`config.mk`:
```
export PLATFORM = sky130hd
export DESIGN_NAME = rfia_top
export DESIGN_NICKNAME = d
export VERILOG_FILES = /design/src/hw/rfia_pkg.sv /design/src/hw/rfia_top.sv
export VERILOG_INCLUDE_DIRS = /design/src /design/src/hw
export SDC_FILE = /design/constraint.sdc
export NUM_CORES = 1
export LEC_CHECK = 0
export BUFFER_PORTS_ARGS = -buffer_cell sky130_fd_sc_hd__buf_2
export CORE_UTILIZATION = 57
export DETAILED_ROUTE_END_ITERATION = 7
export GPL_ROUTABILITY_DRIVEN = 0
export HOLD_SLACK_MARGIN = 0.1
export PLACE_DENSITY = 0.85
export SETUP_SLACK_MARGIN = 0.4
export SLEW_MARGIN = 10
export SYNTH_ARGS = -nofsm -noshare
export SYNTH_HDL_FRONTEND = slang
export SYNTH_SLANG_ARGS = --single-unit
```
`constraint.sdc`:
```
create_clock -name mclk -period 6.3 [get_ports mclk]
set_input_delay 0.63 -clock mclk [delete_from_list [all_inputs] [get_ports mclk]]
set_output_delay 0.63 -clock mclk [all_outputs]
set_load 0.01 [all_outputs]
```
`src/hw/rfia_map.svh`:
```
/*
 Register offsets, bit positions, reset values and vector numbers
 of the radio interrupt aggregator. Assumes byte addresses on APB.
*/
`ifndef RFIA_MAP_SVH
`define RFIA_MAP_SVH

`define RFIA_OFS_EVT_FLAGS_LOW 8'h00
`define RFIA_OFS_EVT_FLAGS_HIGH 8'h04
`define RFIA_OFS_ERR_FLAGS 8'h08
`define RFIA_OFS_EVT_MASK_LOW 8'h0C
`define RFIA_OFS_EVT_MASK_HIGH 8'h10
`define RFIA_OFS_ERR_MASK 8'h14
`define RFIA_OFS_CPU_IE 8'h18
`define RFIA_OFS_CPU_IF 8'h1C

`define RFIA_VEC_ERR 1'b0
`define RFIA_VEC_EVT 1'b1
`define RFIA_VNUM_ERR 4'h0
`define RFIA_VNUM_EVT 4'hC

`define RFIA_ERR_RX_OVF 0
`define RFIA_ERR_RX_UNF 1
`define RFIA_ERR_TX_OVF 2
`define RFIA_ERR_TX_UNF 3

`define RFIA_RST_BYTE 8'h00
`define RFIA_RST_PAIR 2'h0

`endif

```
`src/hw/rfia_pkg.sv`:
```
/*
 Types of the radio interrupt aggregator.
 Assumes rfia_map.svh supplies the numeric constants.
*/
package rfia_pkg;
    typedef logic [3:0] rfia_vnum_t;

    typedef struct packed {
        logic [7:0] flg_lo;
        logic [7:0] flg_hi;
        logic [7:0] err;
        logic [7:0] msk_lo;
        logic [7:0] msk_hi;
        logic [7:0] err_m;
        logic [1:0] ie;
        logic [1:0] mf;
        logic [7:0] src_lo_q;
        logic [7:0] src_hi_q;
        logic [1:0] req;
        logic pready;
        logic pslverr;
        logic [31:0] prdata;
        logic irq;
        logic irq_err;
        logic irq_evt;
        logic [3:0] vnum;
    } rfia_state_t;
endpackage

```
`src/hw/rfia_top.sv`:
```
/*
 Radio interrupt aggregator: core flags, masks, two CPU vectors with
 main flags and enables, reached over APB.
 Assumes radio sources and buffer strobes are synchronous to mclk.
*/
// Functional notes
// - Radio reaches the CPU through two vectors, numbered 0 and 12.
// - Errors go on the error vector, normal events on the event vector.
// - Event flags set on a 0 to 1 change of their source.
// - Each source has its own flag and mask bit, in three register pairs.
// - Flags keep updating while masked; masks only gate forwarding.
// - Each vector has one CPU enable bit and one main flag.
// - Core flag and main flag must both be cleared; flags hold until then.
// - Clearing a core flag with other unmasked flags pending sets main flag again.
// - A main flag still set keeps the interrupt requested.
// - Write to full or read from empty buffer sets an error flag.
`timescale 1ns/1ps
`default_nettype none
`include "rfia_map.svh"

module rfia_top (
    input wire logic mclk,
    input wire logic arst_n,
    input wire logic psel,
    input wire logic penable,
    input wire logic pwrite,
    input wire logic [7:0] paddr,
    input wire logic [31:0] pwdata,
    output logic [31:0] prdata,
    output logic pready,
    output logic pslverr,
    input wire logic [7:0] event_src_low,
    input wire logic [7:0] event_src_high,
    input wire logic [7:4] error_src,
    input wire logic rx_buf_wr,
    input wire logic rx_buf_rd,
    input wire logic rx_buf_full,
    input wire logic rx_buf_empty,
    input wire logic tx_buf_wr,
    input wire logic tx_buf_rd,
    input wire logic tx_buf_full,
    input wire logic tx_buf_empty,
    output logic radio_error_vector,
    output logic radio_event_vector,
    output logic irq,
    output rfia_pkg::rfia_vnum_t irq_vector_num
);
    import rfia_pkg::*;

    rfia_state_t s;
    rfia_state_t n;

    logic acc;
    logic wr;
    logic [7:0] wb;
    logic hit;
    logic [7:0] clr_lo;
    logic [7:0] clr_hi;
    logic [7:0] clr_err;
    logic [1:0] clr_mf;
    logic [7:0] rise_lo;
    logic [7:0] rise_hi;
    logic [7:0] err_set;
    logic req_err;
    logic req_evt;
    logic [1:0] core_clr;
    logic [1:0] set_mf;
    logic [31:0] rd_mux;

    // Write lands at the edge where pready is sampled high
    assign acc = psel & penable;
    assign wr = acc & s.pready & pwrite;
    assign wb = pwdata[7:0];

    always_comb begin
        hit = 1'b1;
        rd_mux = 32'h0000_0000;
        case (paddr)
            `RFIA_OFS_EVT_FLAGS_LOW: rd_mux[7:0] = s.flg_lo;
            `RFIA_OFS_EVT_FLAGS_HIGH: rd_mux[7:0] = s.flg_hi;
            `RFIA_OFS_ERR_FLAGS: rd_mux[7:0] = s.err;
            `RFIA_OFS_EVT_MASK_LOW: rd_mux[7:0] = s.msk_lo;
            `RFIA_OFS_EVT_MASK_HIGH: rd_mux[7:0] = s.msk_hi;
            `RFIA_OFS_ERR_MASK: rd_mux[7:0] = s.err_m;
            `RFIA_OFS_CPU_IE: rd_mux[1:0] = s.ie;
            `RFIA_OFS_CPU_IF: rd_mux[1:0] = s.mf;
            default: hit = 1'b0;
        endcase
    end

    // Write-one-to-clear strobes
    always_comb begin
        clr_lo = 8'h00;
        clr_hi = 8'h00;
        clr_err = 8'h00;
        clr_mf = 2'h0;
        if (wr) begin
            if (paddr == `RFIA_OFS_EVT_FLAGS_LOW) begin
                clr_lo = wb;
            end
            if (paddr == `RFIA_OFS_EVT_FLAGS_HIGH) begin
                clr_hi = wb;
            end
            if (paddr == `RFIA_OFS_ERR_FLAGS) begin
                clr_err = wb;
            end
            if (paddr == `RFIA_OFS_CPU_IF) begin
                clr_mf = wb[1:0];
            end
        end
    end

    // Edges only: a source held high raises one request
    assign rise_lo = event_src_low & ~s.src_lo_q;
    assign rise_hi = event_src_high & ~s.src_hi_q;

    // Buffer misuse reported as error flags
    always_comb begin
        err_set = {error_src, 4'h0};
        err_set[`RFIA_ERR_RX_OVF] = rx_buf_wr & rx_buf_full;
        err_set[`RFIA_ERR_RX_UNF] = rx_buf_rd & rx_buf_empty;
        err_set[`RFIA_ERR_TX_OVF] = tx_buf_wr & tx_buf_full;
        err_set[`RFIA_ERR_TX_UNF] = tx_buf_rd & tx_buf_empty;
    end

    always_comb begin
        n = s;
        n.src_lo_q = event_src_low;
        n.src_hi_q = event_src_high;

        // Set wins over clear; mask plays no part here
        n.flg_lo = (s.flg_lo & ~clr_lo) | rise_lo;
        n.flg_hi = (s.flg_hi & ~clr_hi) | rise_hi;
        n.err = (s.err & ~clr_err) | err_set;

        if (wr) begin
            case (paddr)
                `RFIA_OFS_EVT_MASK_LOW: n.msk_lo = wb;
                `RFIA_OFS_EVT_MASK_HIGH: n.msk_hi = wb;
                `RFIA_OFS_ERR_MASK: n.err_m = wb;
                `RFIA_OFS_CPU_IE: n.ie = wb[1:0];
                default: ;
            endcase
        end

        // Errors feed only vector 0, events only vector 12
        req_err = |(n.err & n.err_m);
        req_evt = |(n.flg_lo & n.msk_lo) | |(n.flg_hi & n.msk_hi);
        n.req = {req_evt, req_err};

        core_clr[`RFIA_VEC_ERR] = |(clr_err & s.err);
        core_clr[`RFIA_VEC_EVT] = |(clr_lo & s.flg_lo) | |(clr_hi & s.flg_hi);

        set_mf = (n.req & ~s.req) | (core_clr & n.req);
        n.mf = (s.mf & ~clr_mf) | set_mf;

        // Level request while main flag stays set, so the handler re-enters
        n.irq_err = n.mf[`RFIA_VEC_ERR] & n.ie[`RFIA_VEC_ERR];
        n.irq_evt = n.mf[`RFIA_VEC_EVT] & n.ie[`RFIA_VEC_EVT];
        n.irq = n.irq_err | n.irq_evt;
        // Error vector reported first when both pend
        if (n.irq_err) begin
            n.vnum = `RFIA_VNUM_ERR;
        end else if (n.irq_evt) begin
            n.vnum = `RFIA_VNUM_EVT;
        end else begin
            n.vnum = `RFIA_VNUM_ERR;
        end

        // One wait state: pready in the second access cycle
        n.pready = 1'b0;
        n.pslverr = 1'b0;
        if (acc && !s.pready) begin
            n.pready = 1'b1;
            n.pslverr = ~hit;
            n.prdata = pwrite ? 32'h0000_0000 : rd_mux;
        end
    end

    always_ff @(posedge mclk or negedge arst_n) begin
        if (!arst_n) begin
            s <= '0;
        end else begin
            s <= n;
        end
    end

    assign prdata = s.prdata;
    assign pready = s.pready;
    assign pslverr = s.pslverr;
    assign radio_error_vector = s.irq_err;
    assign radio_event_vector = s.irq_evt;
    assign irq = s.irq;
    assign irq_vector_num = s.vnum;

    // Helpers for the checks below
    logic wr_lo;
    logic wr_if;
    logic wr_ie;
    assign wr_lo = wr && (paddr == `RFIA_OFS_EVT_FLAGS_LOW);
    assign wr_if = wr && (paddr == `RFIA_OFS_CPU_IF);
    assign wr_ie = wr && (paddr == `RFIA_OFS_CPU_IE);
endmodule
`default_nettype wire

```
==> results.yml, run 1 <==
flow_run:
  drv_cap: 0
grt:
  grt_pass1_wl_um: 18000
  grt_pass1_vias: 3431
  grt-ovfl-total: 0
  antenna_found_initial: 0
  grtUsageTotal_pct: 31.3
  grt_max_degree: 85
sta:
  clock.fmax_ghz: 0.281
  slew_headroom_pct: 17.3
  rsz0062_at_grt: "no"
  setup_slack_ns: 2.75
  finClkSkew_ns: 0.00623
  setup_viol: 0
  hold_viol_final: 0
  tightest_slew_ns: 1.22
  tns_ns: 0
  fin_crit_sh_pct: 56.4
  drv_slew: 0
  timing.final.crit_period_ns: 3.55
worst_setup_path:
  slowest_delay_ns: 1.00
  rr_worst_depth: 7
  worstPathCellList: "and4_1, nand3_1, mux2_2, a2111oi_0, nand4_1, a31o_1, nand2b_1"
  required_ns: 6.56
  start_kind: "register"
  path_max_fanout: 28
  cp_slowest_cell: "and4_1"
  critPathKind: "reg -> reg"
  arrival_ns: 3.81
  critPathCaptureType: "register"
yosys:
  synth_ff_type: "dfrtp_1"
  synthArstFlopShare_pct: 100
  syn_avg_cell_area_um2: 10.4
  yosysSeqAreaShare_pct: 48.3
  synth.ff_latch_count: 84
  netlist_area_mm2: 0.00435
  synth_edf_count: 0
  synth_cell_types: 49
  synth_cells: 418
  yosysWarnings: 0
clock_tree:
  cts_tree: "done"
  clkSlewWorstSetupHoldPaths_ns: 0.08
  cts_setup_buffers: 0
  post_cts_resized: 0
  root_buffer: "clkbuf_8"
  cts.sinks: 84
  worst_skew_pair.late_latency_ns: 0.37
  numCtsBuffers: 9
  cts_buffer_depth: 2
  htreeDepth: 3
  cts_hold_buf: 0
status:
  violations: "design-rule violations"
  outcome: "finished, violations left"
floorplanning:
  dieArea_mm2: 0.00799
  dieHeight_um: 89.4
  initial_utilization_pct: 59.3
  core_area_mm2: 0.00733
  die_w_um: 89.4
  fp-row-count: 31
  io_pins: 114
detailed_routing:
  drt_iter0_drc: 632
  antenna_left: 0
  wl_per_cell_um: 20.7
  wl_um: 11600
  drcViolationCount: 26
  dr.pass1.iters: 8
  via_count: 3705
  viasPerCell: 6.60
min_path:
  hold_path_class: "in -> reg"
  whs_path_depth: 1
placement:
  pre_cts_ws_ns: 2.58
  hpwl_um: 8100
  io_buffers: 63
  placedInstanceArea_mm2: 0.00450
pwr:
  cellLeakagePower_uw: 0.00221
  vdd_drop_max_uv: 139
  power.density_mw_per_mm2: 219
finish:
  antenna_cells: 0
  nNetsFinal: 531
  drive_gt1_share_pct: 22.1
  final_area_mm2: 0.00470
  syn2layout_area_growth_pct: 8.11
## critical path: cells and delay by family (launching register included)
family,cells,cell delay (ns)
mux,1,0.43
simple gates,4,1.90
compound gates,2,0.72
flops,1,0.38
## Yosys cell counts (3+ instances only)
cell / count / area (um^2)
o31ai_1: 15 / 113
nor2_1: 13 / 48.8
o21ai_1: 10 / 50.1
a2111o_1: 4 / 45.0
a31oi_1: 4 / 25.0
clkbuf_1: 18 / 67.6
a22o_1: 4 / 35.0
buf_4: 37 / 278
nand2_1: 49 / 184
nand4_1: 23 / 144
nand3_1: 5 / 25.0
or4_4: 3 / 33.8
mux2_2: 9 / 101
inv_1: 17 / 63.8
a21o_1: 6 / 45.0
a22oi_1: 39 / 293
nand2b_1: 13 / 81.3
o41ai_1: 17 / 149
a222oi_1: 3 / 30.0
buf_6: 5 / 56.3
a221oi_1: 5 / 43.8
dfrtp_1: 84 / 2100
## cells in the final DEF (no fill, tap or decap), types with 2 or more instances in the layout
cell,synthesis,routed
dfrtp_1,84,84
buf_2,2,62
nand2_1,49,49
a22oi_1,39,39
conb_1,1,26
nand4_1,23,23
inv_1,17,17
o41ai_1,17,17
o31ai_1,15,15
nor2_1,13,13
nand2b_1,13,13
clkbuf_8,0,11
o21ai_1,10,10
mux2_2,9,9
a21o_1,6,6
nand3_1,5,5
a221oi_1,5,5
a22o_1,4,4
a2111o_1,4,4
a31oi_1,4,4
buf_4,37,4
or4_4,3,3
a222oi_1,3,3
and4_1,2,2
nor4b_1,2,2
or4b_4,2,2
a21oi_1,2,2
o41ai_2,2,2
nand4b_1,2,2
a221o_1,2,2
clkinv_2,0,2
## through the flow
| stage | total power [uW] | instances | util (%) | hold slack [ns] |
|---|---|---|---|---|
| after detailed placement | 649 | 546 | 61.4 | 0.434 |
| after floorplan | 618 | 443 | - | 0.334 |
| after CTS | 1030 | 561 | 64.2 | 0.372 |
| final | 1030 | 561 | 64.2 | 0.376 |
| after global routing | 1070 | 561 | 64.2 | 0.376 |
| after global placement | 645 | 546 | 61.4 | 0.433 |
## registers in the layout, summed over array words and instances, names as in the netlist
signal / flops
pslverr: 1
irq_vector_num: 1
radio_error_vector: 1
pready: 1
irq: 1
s: 70
radio_event_vector: 1
prdata: 8
## worst paths after layout
check	to	start	slack, ns
max in group asynchronous	pslverr	arst_n	5.19
max reg2reg	irq	pready	2.75
max	irq	pready	2.75
min in group asynchronous	prdata[4]	arst_n	0.42
min	s[50]	event_src_high[7]	0.38
min reg2reg	s[107]	s[55]	0.44
## report_power, final
group / switching [uW] / total, uW / internal, uW
clock: 189 / 391 / 202
sequential: 4.09 / 553 / 549
combinational: 61.8 / 86.3 / 24.6
total: 255 / 1030 / 775
## area by class of cell
cell class	instances	area (um^2)
Inverter	17	63.8
Timing Repair Buffer	66	340
Fill cell	614	2630
Clock inverter	4	48.8
Sequential cell	84	2100
Tap cell	99	124
Clock buffer	11	151
Multi-Input combinational cell	280	1870
## kinds of logic (layout without fill, tap and decap cells)
group	after synthesis	in the layout	share of synthesized area (%)
and+or+nand+nor	125	125	16.2
AOI/OAI and AO/OA	118	118	21.7
DFF	84	84	48.3
buffers and inverters	79	98	10.9
muxes	11	11	2.82
other	1	26	0.0862
## per-layer routing
layer | up-vias | global-route usage, % | wire, um
met2 | 310 | 48.2 | 5270
met4 | 0 | 18.9 | 522
met1 | 1732 | 41.2 | 4460
met3 | 58 | 6.19 | 1340
met5 | - | 0 | 0
li1 | 1605 | - | -
Power figures use the tool's default switching activity.
==> run 2: changes to the inputs <==
Settings changed: ABC_AREA from default to 1, CORE_UTILIZATION 57 to 53, PLACE_DENSITY 0.85 to 0.8.
Clock period 6.3 ns to 3.5 ns, I/O delays scaled along.
==> run 2 against run 1 <==
Against the previous run:
- the flow now finishes without violations
- fmax rose by 42%
- first-iteration DRC count decreased by 32%
- sequential power is 80% higher
- synthesized area down 0.14%
- sequential share of layout area fell by 0.60 points
- clock power up 83%
- non-clock buffer count is 1 higher
- register-to-register slack worse by 1.8 ns
- critical path depth increased by 8
- clock skew grew 0.0032 ns
- global-route usage shrank 6.7 points
- via count shrank 1.2%
==> results.yml, run 2 <==
detailed_routing:
  antenna_left: 0
  wl_per_cell_um: 13.6
  wl_um: 9630
  viasPerCell: 5.18
  via_count: 3660
  dr.pass1.iters: 5
  drcViolationCount: 0
  drt_iter0_drc: 431
sta:
  setup_viol: 0
  clock.fmax_ghz: 0.399
  rsz0062_at_grt: "no"
  tns_ns: 0
  drv_slew: 0
  hold_viol_final: 0
  fin_crit_sh_pct: 71.6
  timing.final.crit_period_ns: 2.51
  tightest_slew_ns: 1.05
  finClkSkew_ns: 0.00945
  holdWs_ns: 0.111
  slew_headroom_pct: 30.2
yosys:
  synth.top_cell.area_share_pct: 48.4
  syn_avg_cell_area_um2: 7.97
  synth.ff_latch_count: 84
  synth_area_leader_cell: "dfrtp_1"
  synth_cells: 545
  synth_edf_count: 0
  netlist_area_mm2: 0.00434
  yosysSeqAreaShare_pct: 48.4
  synth_most_common_cell: "nand2_1"
  synth_ff_type: "dfrtp_1"
  synth_cell_types: 33
  synthTopCellsByArea: "dfrtp_1 48%, nand2_1 18%, buf_4 6.7%"
  yosysWarnings: 0
  synthArstFlopShare_pct: 100
  synth_commonest_cells: "206 x nand2_1, 84 x dfrtp_1, 53 x inv_1"
grt:
  grtUsageTotal_pct: 24.6
  grt_max_degree: 85
  grt_pass1_wl_um: 16200
  grt_pass1_vias: 3374
  antenna_found_initial: 0
  grt-ovfl-total: 0
worst_setup_path:
  slowest_delay_ns: 0.55
  ff2ff_setup_slack_ns: 0.99
  arrival_ns: 2.75
  path_buf_inv: 1
  cp_top_family: "simple AND/OR/NAND/NOR gates"
  worstPathCellList: "nand2_4, nor2_8, nand2_1, inv_2, nand2_1, nand2_1, nand2_1, nand2_1, nand2_1, nor2_1, nand2_1, o21ai_1, nand2_1, nand2_1, nand2_1"
  rr_worst_depth: 15
  critPathCaptureType: "register"
  path_common_cell: "nand2_1"
  required_ns: 3.75
  path_max_fanout: 19
  cp_slowest_cell: "dfrtp_1"
  critPathKind: "reg -> reg"
  start_kind: "register"
  r2r-start: "pready"
  cp.depth: 15
  r2r_end: "irq"
min_path:
  min-delay-start: "event_src_low[1]"
  whs_path_depth: 1
  hold_path_class: "in -> reg"
  min_to: "s[52]"
pwr:
  switching_share_pct: 23.1
  p_sw_uw: 423
  power.density_mw_per_mm2: 385
  comb_power_share_pct: 6.8
  power_frac_seq_pct: 54.3
  p_int_uw: 1410
  vdd_drop_max_uv: 244
  p_total_uw: 1840
  pwr-share-clk_pct: 38.9
  cellLeakagePower_uw: 0.00265
finish:
  multi_input_area_mm2: 0.00176
  syn2layout_area_growth_pct: 9.73
  finalNonFillerCells: 707
  finish.utilization_pct: 61.1
  nNetsFinal: 674
  largest_register_ff_count: 70
  final_cell_mix: "206 x nand2_1, 84 x dfrtp_1, 62 x buf_2"
  final_common_cell: "nand2_1"
  antenna_cells: 0
  regMostFlops: "s"
  drive_gt1_share_pct: 18.7
  final-seq-area_mm2: 0.00210
  final.fill_count: 677
floorplanning:
  initial_utilization_pct: 55.6
  core_area_mm2: 0.00781
  die_w_um: 92.5
  dieArea_mm2: 0.00856
  fp-row-count: 32
  io_pins: 114
  dieHeight_um: 92.5
clock_tree:
  worst_skew_pair.late_latency_ns: 0.36
  cts_setup_buffers: 0
  root_buffer: "clkbuf_8"
  numCtsBuffers: 9
  htreeDepth: 3
  cts.sinks: 84
  cts_tree: "done"
  cts_buffer_depth: 2
  clkSlewWorstSetupHoldPaths_ns: 0.08
placement:
  dp.cells: 691
  io_buffers: 63
  hpwl_um: 7110
flow_run:
  drv_cap: 0
status:
  outcome: "finished clean"
run 2: cell count changes after synthesis, sizes merged, moves of 5 or more:
cell / previous run / this run
o31ai: 15 / 0
mux2: 10 / 0
o41ai: 19 / 0
a31oi: 5 / 0
inv: 17 / 58
nand2b: 13 / 0
a22oi: 39 / 0
nor2: 13 / 38
nand4: 23 / 2
nand3: 5 / 30
nand2: 49 / 212
clkbuf: 18 / 0
o21ai: 11 / 45
run 2: per-stage QoR:
stage | area [um^2] | setup slack, ns
floorplan | 4440 | 1.70
global placement | 4550 | 0.985
detailed placement | 4550 | 0.940
CTS | 4770 | 1.06
global route | 4770 | 0.756
finish | 4770 | 0.994
run 2: power by group through the flow:
| stage | clock (uW) | sequential [uW] | combinational (uW) |
|---|---|---|---|
| CTS | 723 | 997 | 125 |
| floorplan | 0 | 1010 | 81.7 |
| global placement | 0 | 1020 | 121 |
| global route | 759 | 1000 | 143 |
| finish | 715 | 997 | 125 |
| detailed placement | 0 | 1020 | 124 |
run 2: timing repair:
item / CTS / global route
resized for setup: 0 / 0
hold buffers: 1 / 0
hold endpoints to repair: 1 / 0
run 2: kinds of logic after synthesis:
logic type             after synthesis  synth area share, %
and+or+nand+nor                    284                 28.1
buffers and inverters              107                 13.3
DFF                                 84                 48.4
AOI/OAI and AO/OA                   69                 10.1
other                                1               0.0863
run 2: worst max-delay path by stage:
| stage | start | to | slack [ns] |
|---|---|---|---|
| floorplan | pready | irq | 1.70 |
| global placement | psel | irq | 0.98 |
| detailed placement | paddr[1] | irq | 0.94 |
| CTS | pready | irq | 1.06 |
| global route | pready | irq | 0.76 |
| finish | pready | irq | 0.99 |
run 2: layout make-up:
type	instances	area share, %
Inverter	60	4.72
Multi-Input combinational cell	379	36.9
Tap cell	102	2.68
Sequential cell	84	44.1
Timing Repair Buffer	67	7.35
Clock inverter	1	0.630
Clock buffer	14	3.62
run 2: metal layers:
layer / track usage [%] / up-vias / wire, um
li1: - / 1773 / -
met1: 34.1 / 1649 / 4160
met2: 37.4 / 210 / 4310
met3: 4.27 / 28 / 859
met4: 12.1 / 0 / 297
met5: 0 / - / 0
==> run 3: changes to the inputs <==
Settings changed: CORE_UTILIZATION 53 to 48, PLACE_DENSITY 0.8 to 0.77.
Clock period 3.5 ns to 2.3 ns, I/O delays scaled along.
==> run 3 against run 2 <==
Against the previous run:
- power up 59%
- global-route usage up 0.28 points
- utilization up 1.7 points
- via count up 9.2%
- first-iteration DRC count down 16%
- sequential share of layout area down 5.7 points
- worst hold slack worse by 0.0060 ns
- clock power up 61%
- highest routed layer unchanged
==> results.yml, run 3 (synthesis results as in run 2) <==
sta:
  hold_viol_final: 0
  slew_headroom_pct: 60.5
  rsz0062_at_grt: "yes"
  drv_slew: 0
  setup_slack_ns: 0.333
  tns_ns: 0
  clock.fmax_ghz: 0.508
  finClkSkew_ns: 0.0115
  timing.final.crit_period_ns: 1.97
  fin_crit_sh_pct: 85.5
  tightest_slew_ns: 0.593
  setup_viol: 0
pwr:
  cellLeakagePower_uw: 0.00298
  vdd_drop_max_uv: 269
  p_sw_uw: 702
  comb_power_share_pct: 8.7
  pwr-share-clk_pct: 39.4
  power_frac_seq_pct: 51.9
  switching_share_pct: 24.1
  p_int_uw: 2220
  power.density_mw_per_mm2: 533
detailed_routing:
  drcViolationCount: 0
  viasPerCell: 5.19
  wl_um: 11400
  wl_per_cell_um: 14.8
  antenna_left: 0
  via_count: 3996
  drt_iter0_drc: 364
  dr.pass1.iters: 5
finish:
  final_area_mm2: 0.00547
  final_cell_mix: "190 x nand2_1, 84 x dfrtp_1, 62 x buf_2"
  finalNonFillerCells: 770
  largest_register_ff_count: 70
  final_common_cell: "nand2_1"
  nNetsFinal: 730
  regMostFlops: "s"
  drive_gt1_share_pct: 25.8
  antenna_cells: 0
  finish.utilization_pct: 62.8
  syn2layout_area_growth_pct: 26.0
flow_run:
  drv_cap: 0
grt:
  grt_use_met1_pct: 33.5
  busiest_layer: "met2"
  use_met2_pct: 39.8
  grtUsageMet3_pct: 4.17
  grt_pass1_vias: 3785
  grt-ovfl-total: 0
  grtUsageTotal_pct: 24.9
  grt_max_degree: 46
  antenna_found_initial: 0
  grt_pass1_wl_um: 18300
worst_setup_path:
  critPathKind: "reg -> reg"
  worstPathCellList: "nand2_4, nor2_8, buf_12, nand2_8, inv_4, nand2_2, nand2_1, nand2_1, nand2_1, nand2_2, nor2_4, nand2_2, o21ai_2, nand2_1, nand2_2, nand2_1"
  required_ns: 2.55
  path_max_fanout: 4
  cp_slowest_cell: "dfrtp_1"
  start_kind: "register"
  critPathCaptureType: "register"
  arrival_ns: 2.22
  slowest_delay_ns: 0.40
  rr_worst_depth: 16
  path_common_cell: "nand2_1"
placement:
  pre_cts_ws_ns: 0.0117
  hpwl_um: 7650
  dp.cells: 709
  io_buffers: 63
  placedInstanceArea_mm2: 0.00468
floorplanning:
  io_pins: 114
  dieHeight_um: 97.1
  fp-row-count: 34
  dieArea_mm2: 0.00944
  initial_utilization_pct: 49.8
  die_w_um: 97.1
  core_area_mm2: 0.00872
status:
  outcome: "finished clean"
min_path:
  hold_path_class: "in -> reg"
  whs_path_depth: 3
clock_tree:
  numCtsBuffers: 9
  worst_skew_pair.late_latency_ns: 0.36
  cts_tree: "done"
  root_buffer: "clkbuf_8"
  clkSlewWorstSetupHoldPaths_ns: 0.08
  cts_buffer_depth: 2
  cts.sinks: 84
  htreeDepth: 3
-- run 3: changes by cell type in the layout (fill, tap and decap cells not counted), sizes merged --
cell / before / now
buf: 66 / 97
clkbuf: 14 / 12
dlygate4sd3: 1 / 25
clkinv: 2 / 4
bufinv: 1 / 2
nor2: 38 / 39
-- run 3: timing repair --
action,4_1_cts,5_1_grt
pin swaps,16,20
gates cloned,1,0
setup endpoints to repair,6,6
gates resized for setup,29,18
hold buffers,25,0
hold endpoints to repair,68,0
buffers inserted,11,8
-- run 3: critical path: cells and delay by family (launching register included) --
kind	cells	cell delay (ns)
AO/OA/AOI/OAI	1	0.17
buffers and inverters	2	0.21
flip-flops	1	0.40
AND/OR/NAND/NOR	13	1.10
-- run 3: final timing paths --
kind	from	end	slack [ns]
setup / recovery	pready	irq	0.33
hold reg to reg	s[90]	s[90]	0.50
min in group asynchronous	arst_n	s[55]	0.42
hold / removal	tx_buf_full	s[89]	0.11
setup reg to reg	pready	irq	0.33
max in group asynchronous	arst_n	s[89]	1.26
-- run 3: per-stage QoR --
step	total power (uW)	hold WS (ns)
finish	2920	0.105
global route	3030	0.125
global placement	1740	0.262
detailed placement	1750	0.273
floorplan	1670	-0.0656
CTS	2930	0.103
-- run 3: routing by layer --
| metal | part of all wire, % | vias to the layer above |
|---|---|---|
| met5 | 0 | - |
| met4 | 3.2 | 0 |
| met3 | 8.7 | 36 |
| met2 | 48 | 225 |
| met1 | 41 | 1849 |
| li1 | - | 1886 |
-- run 3: area by class of cell --
class | count | area [um^2]
Fill cell | 714 | 3250
Inverter | 60 | 234
Tap cell | 108 | 135
Multi-Input combinational cell | 380 | 1910
Clock buffer | 12 | 135
Timing Repair Buffer | 122 | 881
Clock inverter | 4 | 73.8
Sequential cell | 84 | 2100
-- run 3: power groups by stage --
stage / sequential (uW) / combinational [uW] / clock [uW]
floorplan: 1540 / 124 / 0
global placement: 1540 / 196 / 0
detailed placement: 1540 / 201 / 0
CTS: 1520 / 246 / 1160
global route: 1520 / 283 / 1230
finish: 1520 / 254 / 1150
